===== src/shared/thmro_pkg.sv =====
package thmro_pkg;

	localparam int unsigned THMRO_NUM_CORES = 6;
	localparam int unsigned THMRO_CODE_W    = 10;
	localparam int unsigned THMRO_DLY_W     = 16;
	localparam int unsigned THMRO_STATUS_W  = 32;
	localparam int unsigned THMRO_CODE_LSB  = 0;

	localparam logic [THMRO_CODE_W-1:0] THMRO_CODE_RST = 10'h000;
	localparam logic [THMRO_CODE_W-1:0] THMRO_THR_RST  = 10'h3ff;
	localparam logic [THMRO_DLY_W-1:0]  THMRO_DLY_RST  = 16'h0000;

	typedef enum logic [0:0] {
		THMRO_SEQ_WAIT = 1'b0,
		THMRO_SEQ_MEAS = 1'b1
	} thmro_seq_t;

	typedef struct packed {
		logic                                         done;
		logic [THMRO_CODE_W-1:0]                      cur_code;
		logic [THMRO_NUM_CORES-1:0][THMRO_CODE_W-1:0] core_code;
	} thmro_sample_t;

	typedef struct packed {
		logic                   irq_en;
		logic                   pend_clr;
		logic [THMRO_CODE_W-1:0] threshold;
		logic [THMRO_DLY_W-1:0]  counter_delay;
	} thmro_ctrl_t;

endpackage


===== src/core/thmro_readout.sv =====
`timescale 1ns/10ps
`default_nettype none

module thmro_readout
	import thmro_pkg::*;
#(
	parameter int unsigned NUM_CORES = THMRO_NUM_CORES,
	parameter int unsigned CODE_W    = THMRO_CODE_W
)
(
	input  wire logic                                    clk_sys,
	input  wire logic                                    resetn,
	input  wire thmro_sample_t                           sensor_sample,
	input  wire thmro_ctrl_t                             ctrl,
	output logic                                         meas_start,
	output logic [THMRO_STATUS_W-1:0]                    temp_sensor_status,
	output logic [THMRO_NUM_CORES-1:0][THMRO_CODE_W-1:0] core_temp,
	output logic                                         alert_pending,
	output logic                                         alert_irq
);

	// upper bound of the code field inside the status word
	localparam int unsigned CODE_HI = THMRO_CODE_LSB + THMRO_CODE_W;

	// the carriers come from the package, so the parameters must agree
	if (NUM_CORES != THMRO_NUM_CORES) begin : g_chk_cores
		$error("thmro_readout: NUM_CORES must match the sample carrier");
	end

	if (CODE_W != THMRO_CODE_W) begin : g_chk_code
		$error("thmro_readout: CODE_W must match the sample carrier");
	end

	if (NUM_CORES == 0 || CODE_W == 0) begin : g_chk_zero
		$error("thmro_readout: core count and code width must be nonzero");
	end

	if (CODE_HI > THMRO_STATUS_W) begin : g_chk_fit
		$error("thmro_readout: code field does not fit the status word");
	end

	if (THMRO_DLY_W == 0) begin : g_chk_dly
		$error("thmro_readout: delay counter needs at least one bit");
	end

	typedef struct packed {
		// measurement sequencer
		thmro_seq_t                                   seq;
		logic [THMRO_DLY_W-1:0]                       dly_cnt;
		logic                                         start;

		// captured codes
		logic [THMRO_NUM_CORES-1:0][THMRO_CODE_W-1:0] core_code;
		logic [THMRO_CODE_W-1:0]                      current_temp_code;

		// alert path
		logic [THMRO_CODE_W-1:0]                      thr;
		logic                                         thr_stable;
		logic                                         above;
		logic                                         pend;
		logic                                         irq;
	} thmro_state_t;

	localparam thmro_state_t THMRO_STATE_RST = '{
		seq:               THMRO_SEQ_WAIT,
		dly_cnt:           THMRO_DLY_RST,
		start:             1'b0,

		core_code:         '0,
		current_temp_code: THMRO_CODE_RST,

		thr:               THMRO_THR_RST,
		thr_stable:        1'b0,
		above:             1'b0,
		pend:              1'b0,
		irq:               1'b0
	};

	thmro_state_t state_q;
	thmro_state_t state_d;

	logic         dly_zero;
	logic         thr_moved;
	logic         armed;
	logic         hot;
	logic         rising;
	logic         alert_evt;
	logic         pend_keep;

	logic [THMRO_NUM_CORES-1:0][THMRO_CODE_W-1:0] core_next;
	wire  logic [THMRO_STATUS_W-1:0]              status_bits;

	// one capture lane per core, loaded only on a finished measurement
	for (genvar i = 0; i < THMRO_NUM_CORES; i++) begin : g_core
		logic [THMRO_CODE_W-1:0] lane_new;
		logic [THMRO_CODE_W-1:0] lane_old;
		assign lane_new     = sensor_sample.core_code[i];
		assign lane_old     = state_q.core_code[i];
		assign core_next[i] = sensor_sample.done ? lane_new : lane_old;
	end

	// status word: code field from the flop, every other bit tied low
	// so software can mask nothing and still read a clean code
	for (genvar b = 0; b < THMRO_STATUS_W; b++) begin : g_status
		if (b >= THMRO_CODE_LSB && b < CODE_HI) begin : g_code
			assign status_bits[b] =
				state_q.current_temp_code[b - THMRO_CODE_LSB];
		end else begin : g_zero
			assign status_bits[b] = 1'b0;
		end
	end

	always_comb begin
		state_d.seq               = state_q.seq;
		state_d.dly_cnt           = state_q.dly_cnt;
		state_d.start             = state_q.start;

		state_d.core_code         = state_q.core_code;
		state_d.current_temp_code = state_q.current_temp_code;

		state_d.thr               = state_q.thr;
		state_d.thr_stable        = state_q.thr_stable;
		state_d.above             = state_q.above;
		state_d.pend              = state_q.pend;
		state_d.irq               = state_q.irq;

		dly_zero  = (state_q.dly_cnt == '0);
		thr_moved = (ctrl.threshold != state_q.thr);
		armed     = 1'b0;
		hot       = 1'b0;
		rising    = 1'b0;
		alert_evt = 1'b0;
		pend_keep = 1'b0;

		// start is a one-cycle strobe; only the wait-to-measure step sets it
		state_d.start = 1'b0;

		case (state_q.seq)
			THMRO_SEQ_WAIT: begin
				if (dly_zero) begin
					state_d.seq   = THMRO_SEQ_MEAS;
					state_d.start = 1'b1;
				end else begin
					state_d.seq     = THMRO_SEQ_WAIT;
					state_d.dly_cnt = state_q.dly_cnt - 1'b1;
				end
			end

			THMRO_SEQ_MEAS: begin
				// no new start until the sensor reports done
				if (sensor_sample.done) begin
					state_d.seq     = THMRO_SEQ_WAIT;
					state_d.dly_cnt = ctrl.counter_delay;
				end else begin
					state_d.seq     = THMRO_SEQ_MEAS;
				end
			end

			default: begin
				state_d.seq     = THMRO_SEQ_WAIT;
				state_d.dly_cnt = THMRO_DLY_RST;
			end
		endcase

		// whole-word capture: software never sees a half-updated code
		state_d.core_code = core_next;
		if (sensor_sample.done) begin
			state_d.current_temp_code = sensor_sample.cur_code;
		end

		// a threshold change blocks alert events until it has settled a cycle
		state_d.thr        = ctrl.threshold;
		state_d.thr_stable = ~thr_moved;

		// only flopped copies meet here, never the live sensor bus
		hot           = (state_q.current_temp_code >= state_q.thr);
		rising        = hot & ~state_q.above;
		armed         = state_q.thr_stable;
		state_d.above = hot;
		if (armed) begin
			alert_evt = rising;
		end
		// unsettled threshold: rebaseline without raising an event

		// set beats clear so a same-cycle crossing is not lost
		pend_keep    = state_q.pend & ~ctrl.pend_clr;
		state_d.pend = alert_evt | pend_keep;
		state_d.irq  = state_d.pend & ctrl.irq_en;
	end

	// async reset loads constants only
	always_ff @(posedge clk_sys or negedge resetn) begin
		if (!resetn) begin
			state_q <= THMRO_STATE_RST;
		end else begin
			state_q <= state_d;
		end
	end

	// every output is a register or a constant tie
	assign meas_start         = state_q.start;
	assign core_temp          = state_q.core_code;
	assign alert_pending      = state_q.pend;
	assign alert_irq          = state_q.irq;
	assign temp_sensor_status = status_bits;

endmodule

`default_nettype wire


===== config.mk =====
export PLATFORM = sky130hd
export DESIGN_NAME = thmro_readout
export DESIGN_NICKNAME = d
export VERILOG_FILES = /design/src/shared/thmro_pkg.sv /design/src/core/thmro_readout.sv
export SDC_FILE = /design/constraint.sdc
export NUM_CORES = 1
export LEC_CHECK = 0
export BUFFER_PORTS_ARGS = -buffer_cell sky130_fd_sc_hd__buf_2
export CORE_AREA = 2 2 87 131
export DETAILED_ROUTE_END_ITERATION = 10
export DIE_AREA = 0 0 89 133
export PLACE_DENSITY = 0.79
export SYNTH_ARGS = -nofsm -noshare
export SYNTH_HDL_FRONTEND = slang
export SYNTH_SLANG_ARGS = --single-unit

===== constraint.sdc =====
create_clock -name clk_sys -period 2.4 [get_ports clk_sys]
set_clock_uncertainty 0.15 [all_clocks]
set_input_delay 0.48 -clock clk_sys [delete_from_list [all_inputs] [get_ports clk_sys]]
set_output_delay 0.48 -clock clk_sys [all_outputs]
set_load 0.05 [all_outputs]

==> out/metrics.csv, run 1 <==
stage,metric,value,unit
floorplanning,chip height,133,µm
synthesis,Synth Area per Inst,11.7,µm²
cells_and_area,fillers,987,
cells_and_area,most frequent cells in the layout,"buf_2, dfrtp_1, mux2_2, conb_1, nor2_1",
critical_path,CP Capture Type,flip-flop,
synthesis,number of synthesis warnings,0,
synthesis,Synth Area in Adders,0.0268,
clocking,"Reg clk slew, reported paths",0.07,ns
cells_and_area,layout cells sized above 1,0.514,
cells_and_area,FF+latch area,2560,µm²
floorplanning,Initial Util,0.475,
placement,Port Buffers,173,
clocking,Max H-tree Level,3,
timing,setup violators final,0,
synthesis,ys async rst share,1.00,
cells_and_area,Layout Area Growth over Synthesis,14.7,%
synthesis,Seq cells post-synth,102,
clocking,clk buf depth,2,
cells_and_area,multi-input logic area,1840,µm²
critical_path,peak fanout along the critical path,5,
pwr,VDD IR max,390,µV
grt,largest net degree at the start of global routing,59,
critical_path,Worst EP arrival,2.25,ns
critical_path,Reg2Reg Capture Point,state_q[94],
grt,antenna violations before repair,0,
grt,GR Overflow Total,0,
critical_path,r2r startpoint,state_q[85],
route,initial drt markers,75,
cells_and_area,post-layout net count,661,
clocking,CTS tree,done,
critical_path,flop2flop setup slack,0.20,ns
placement,DP HPWL,7.92,mm
floorplanning,Die W,89,µm
clocking,clk_lat worst skew,0.33,ns
route,via count,3459,
synthesis,cell count after synthesis,440,
synthesis,post-synthesis xor/xnor area fraction,0.0238,
min_path,hold depth,1,
min_path,Hold Path End,state_q[6],
timing,setup TNS,0,ns
route,Routed WL per cell,14.3,µm
min_path,hold path start,ctrl[18],
grt,total track usage,0.171,
pwr,pwr dens,820,nW/µm²
route,number of remaining DRC errors,0,
grt,number of global-route vias before repair,3465,
timing,fin crit period,2.20,ns
clocking,Clock Tree Root,clkbuf_16,
placement,Placer Congestion,0.806,
floorplanning,Row Count,47,
flow_run,MaxCap Viol Count,0,
critical_path,Worst setup SP type,flip-flop,
cells_and_area,"commonest non-fill, non-tap cell in the layout",buf_2,
synthesis,post-synthesis mux area share,0.163,
timing,crit share post-route,0.917,
min_path,Worst Hold Class,in -> reg,
timing,final hold violation count,0,
critical_path,WS Path Type,reg -> reg,
route,vias per inst,4.93,
synthesis,cell area after synthesis,5140,µm²
timing,"Slew Viols, Final",0,
clocking,CTS sink count,102,
synthesis,largest family of logic cells by synthesized area,multiplexers,
cells_and_area,Final Core Density,0.545,
synthesis,distinct cell type count after synthesis,44,
synthesis,number of synthesized flops with an enable pin,0,
critical_path,CP Data Required Time,2.45,ns
cells_and_area,diode count,0,
grt,first-pass GRT wire length,15.8,mm
synthesis,Post-synth top flop,dfrtp_1,
synthesis,Synth Area in Simple Gates,0.0725,
route,TritonRoute pass-1 iters,4,
run_status,status,completed,
floorplanning,core area,10800,µm²
timing,RSZ-0062 raised after global routing,no,
route,Post-DRT Antenna Nets,0,
critical_path,R2R cell count,9,
floorplanning,die area,11800,µm²
clocking,TritonCTS Buffers,9,
synthesis,"Seq/Total Area, Yosys",0.499,
route,routed wire length,10.0,mm
pwr,Pleak,0.00281,µW
synthesis,Compound-Gate Fraction of Synth Area,0.0555,
floorplanning,IO Pins,196,
timing,f_max,454,MHz
critical path, stage by stage, from the launching register on:
cell     delay (ns)
dfrtp_1        0.43
inv_1          0.08
ha_1           0.21
nor3b_1        0.21
buf_4          0.16
nand3_1        0.18
buf_4          0.23
nor2_2         0.21
or3_1          0.15
a22oi_1        0.07
sequential cells by signal (all words and copies together), names as in the netlist:
signal / count
alert_irq: 1
armed: 1
meas_start: 1
temp_sensor_status: 10
state_q: 28
g_core.lane_old: 60
alert_pending: 1
synthesized netlist by cell type (all sizes together), types with 4 or more instances:
| cell type | instances | area [µm²] |
|---|---|---|
| mux2i | 5 | 50.1 |
| nor3 | 9 | 45.0 |
| buf | 98 | 732 |
| dfstp | 10 | 263 |
| or3 | 5 | 36.3 |
| nor2 | 21 | 83.8 |
| ha | 11 | 138 |
| nand2 | 15 | 58.8 |
| clkbuf | 9 | 33.8 |
| xnor2 | 10 | 87.6 |
| nand3 | 6 | 30.0 |
| a21oi | 14 | 70.1 |
| mux2 | 70 | 788 |
| inv | 14 | 52.6 |
| o21ai | 11 | 55.1 |
| dfrtp | 92 | 2300 |
| nor4 | 4 | 25.0 |
| xor2 | 4 | 35.0 |
| a22oi | 4 | 30.0 |
metal layers:
layer	vias to the layer above	routed length, µm	GRT usage
met2	142	5740	0.320
met3	18	550	0.0293
met5	-	0	0
met1	1678	3530	0.183
li1	1621	-	-
met4	0	207	0.0705
layout make-up:
| class | count | share of cell area |
|---|---|---|
| Sequential cell | 102 | 0.435 |
| Multi-Input combinational cell | 238 | 0.312 |
| Clock buffer | 11 | 0.0395 |
| Timing Repair Buffer | 184 | 0.166 |
| Tap cell | 147 | 0.0312 |
| Clock inverter | 5 | 0.00721 |
| Inverter | 14 | 0.00891 |
cells by family after synthesis:
logic type,count (synthesis)
AND/OR/NAND/NOR,72
XOR/XNOR,14
other,1
buffers and inverters,121
adder cells (fa/ha/maj),11
multiplexers,75
AO/OA/AOI/OAI,44
flip-flops,102
through the flow:
stage                     instances  hold slack, ns  total power (µW)  cell area [µm²]  worst slack (ns)
after floorplan                 461          0.0344              3340             5220             0.354
after global placement          684           0.189              3480             5610             0.298
after detailed placement        684           0.192              3530             5610             0.201
after CTS                       701          0.0871              4900             5900             0.175
after global routing            701          0.0873              5120             5900            0.0175
final                           701           0.105              4840             5900             0.200
report_power, final:
group          switching, µW  total [µW]  internal, µW
combinational            867        1320           452
sequential               212        2170          1960
clock                    629        1340           715
timing repair:
action                                 in CTS  in global routing
hold buffers                                1                  0
resized for setup                           0                  1
buffers inserted                            0                  0
endpoints found under the hold margin      13                  0
setup endpoints to repair                   0                  1
worst max-delay path by stage:
stage / from / endpoint / slack, ns
after floorplan: state_q[101] / state_q[91] / 0.35
after global placement: state_q[85] / state_q[95] / 0.30
after detailed placement: state_q[85] / state_q[95] / 0.20
after CTS: state_q[85] / state_q[95] / 0.17
after global routing: state_q[85] / state_q[96] / 0.02
final: state_q[85] / state_q[94] / 0.20
No activity file was read; power rests on OpenSTA's default activity.
==> run 2, diff against run 1 <==
- clock period: 2.4 -> 2.1 ns (I/O delays scaled with it)
==> out/metrics.csv, run 2 (synthesis gave the netlist of run 1 again) <==
stage,metric,value,unit,change
cells_and_area,Layout Area Growth over Synthesis,17.0,%,
timing,fin crit period,2.08,ns,-0.119 ns
cells_and_area,final cell count without fillers,708,,+1.0%
pwr,internal power,3740,µW,+20%
critical_path,flop2flop setup slack,0.02,ns,-0.18 ns
cells_and_area,most frequent cells in the layout,"buf_2, dfrtp_1, mux2_2, conb_1, nor2_1",,
pwr,total power,5730,µW,+18%
timing,final hold violation count,16,,+16
grt,total track usage,0.174,,+0.00209
pwr,Sw Pwr,1980,µW,+16%
clocking,Max H-tree Level,3,,unchanged
timing,crit share post-route,0.991,,+0.0743
critical_path,Worst EP arrival,2.15,ns,-0.10 ns
pwr,Seq pwr share,0.431,,-0.018
cells_and_area,diode count,0,,unchanged
timing,slew margin rel.,0.650,,
pwr,VDD IR max,539,µV,+38%
critical_path,Critical Path Slowest Stage Cell,or4_4,,
clocking,clk_lat worst skew,0.34,ns,about the same
floorplanning,IO Pins,196,,unchanged
route,routed wire length,10.3,mm,+3.0%
clocking,"Reg clk slew, reported paths",0.07,ns,about the same
grt,largest net degree at the start of global routing,103,,+75%
pwr,switching part of the total power,0.346,,-0.00660
floorplanning,Initial Util,0.475,,unchanged
placement,Port Buffers,173,,unchanged
clocking,Post-CTS Hold Buffers,0,,-1
cells_and_area,fin area,6020,µm²,+2.0%
floorplanning,die area,11800,µm²,unchanged
route,TritonRoute pass-1 iters,4,,unchanged
critical_path,Worst setup SP type,flip-flop,,
cells_and_area,fillers,953,,-3.4%
cells_and_area,post-layout net count,668,,+1.1%
route,vias per inst,4.92,,-0.33%
pwr,Pleak,0.00286,µW,+1.7%
clocking,CTS sink count,102,,unchanged
clocking,CTS tree,done,,
cells_and_area,number of flip-flops under the largest register name,60,,unchanged
critical_path,CP Capture Type,flip-flop,,
placement,dpl cell area,5650,µm²,+0.67%
grt,first-pass GRT wire length,16.0,mm,+1.3%
critical_path,R2R cell count,6,,-3
route,Routed WL per cell,14.6,µm,+2.0%
placement,DP HPWL,7.69,mm,-2.9%
critical_path,CP Cell Sequence,"or4_4, or3_4, buf_4, nor2_4, or3_1, a22oi_2",,
timing,Worst Max-Slew Pin Slew,0.520,ns,
grt,number of global-route vias before repair,3504,,+1.1%
min_path,Worst Hold Class,in -> async,,
timing,hold slack final,-0.0111,ns,-0.116 ns
critical_path,critical path's largest stage delay,0.54,ns,+0.11 ns
placement,Placer Congestion,0.818,,+1.5%
floorplanning,Die W,89,µm,unchanged
critical_path,CP Data Required Time,2.16,ns,-0.29 ns
route,number of remaining DRC errors,0,,unchanged
critical_path,Reg2Reg Capture Point,state_q[94],,
route,Post-DRT Antenna Nets,0,,unchanged
pwr,clock share of power,0.285,,+0.007
timing,setup violators final,0,,unchanged
timing,f_max,480,MHz,+5.7%
floorplanning,chip height,133,µm,unchanged
pwr,Gate power share,0.284,,+0.011
route,via count,3482,,+0.66%
grt,antenna violations before repair,0,,unchanged
critical_path,WS Path Type,reg -> reg,,
pwr,pwr dens,952,nW/µm²,+16%
flow_run,MaxCap Viol Count,0,,unchanged
placement,Placed Cells,689,,+0.73%
timing,"Slew Viols, Final",0,,unchanged
critical_path,peak fanout along the critical path,5,,unchanged
clocking,clk buf depth,2,,unchanged
clocking,TritonCTS Buffers,9,,unchanged
critical_path,r2r startpoint,state_q[98],,
cells_and_area,"commonest non-fill, non-tap cell in the layout",buf_2,,
route,initial drt markers,77,,+2.7%
floorplanning,Row Count,47,,unchanged
run_status,status,"finished, violations left",,
clocking,Clock Tree Root,clkbuf_16,,
floorplanning,core area,10800,µm²,unchanged
timing,RSZ-0062 raised after global routing,yes,,
run_status,failing checks,negative hold slack,,
cells_and_area,layout cells sized above 1,0.533,,+0.0185
grt,GR Overflow Total,0,,unchanged
[run 2: changes by cell type in the layout (fill, tap and decap cells not counted), moves of 2 or more]
cell / change
buf_6: +3
buf_4: +5
nor2_4: +2
nor3_2: +2
nor3_1: -2
[run 2: routing by layer]
layer / up-vias / track usage / part of all wire
met1: 1669 / 0.184 / 0.36
met4: 0 / 0.0813 / 0.028
met2: 155 / 0.324 / 0.55
met3: 23 / 0.0243 / 0.054
met5: - / 0 / 0
li1: 1635 / - / -
[run 2: cell type report]
cell class,count,area (µm²),area share
clock buffer,11,233,0.0387
tap,147,184,0.0306
multi-input combinational,238,1880,0.312
inverter,14,52.6,0.00873
clock inverter,5,61.3,0.0102
timing repair buffer,191,1040,0.173
sequential,102,2560,0.426
[run 2: power by group through the flow]
stage	Sequential [µW]	Clock, µW	Combinational (µW)
floorplan	2440	0	1380
CTS	2460	1680	1590
global route	2500	1750	1760
detailed placement	2500	0	1580
finish	2470	1630	1630
global placement	2470	0	1540
[run 2: metrics by stage]
stage,setup WS (ns),utilization,TNS [ns],hold WS (ns)
floorplan,0.0542,-,0,-0.0256
global placement,0.0233,0.522,0,0.334
detailed placement,-0.0453,0.522,-0.0668,0.340
CTS,0.0200,0.551,0,0.00362
global route,-0.0169,0.556,-0.0306,0.0234
finish,0.0186,0.556,0,-0.0111
[run 2: worst max-delay path by stage]
stage	end	start	slack [ns]	cells past startpoint
6_report	state_q[94]	state_q[98]	0.02	6
4_1_cts	state_q[92]	state_q[85]	0.02	5
3_5_place_dp	state_q[85]	state_q[98]	-0.05	5
2_1_floorplan	state_q[91]	state_q[101]	0.05	6
3_3_place_gp	state_q[85]	state_q[98]	0.02	5
5_1_grt	state_q[95]	state_q[90]	-0.02	5
[run 2: what timing repair did]
item,4_1_cts,5_1_grt
setup buffers,2,1
gates resized for setup,2,11
endpoints found under the setup margin,5,11
pin swaps,1,1
[run 2: critical path: cells and delay by family (launching register included)]
kind	cells	cell delay [ns]
flip-flops	1	0.39
AND/OR/NAND/NOR	4	1.17
AO/OA/AOI/OAI	1	0.07
buffers and inverters	1	0.16
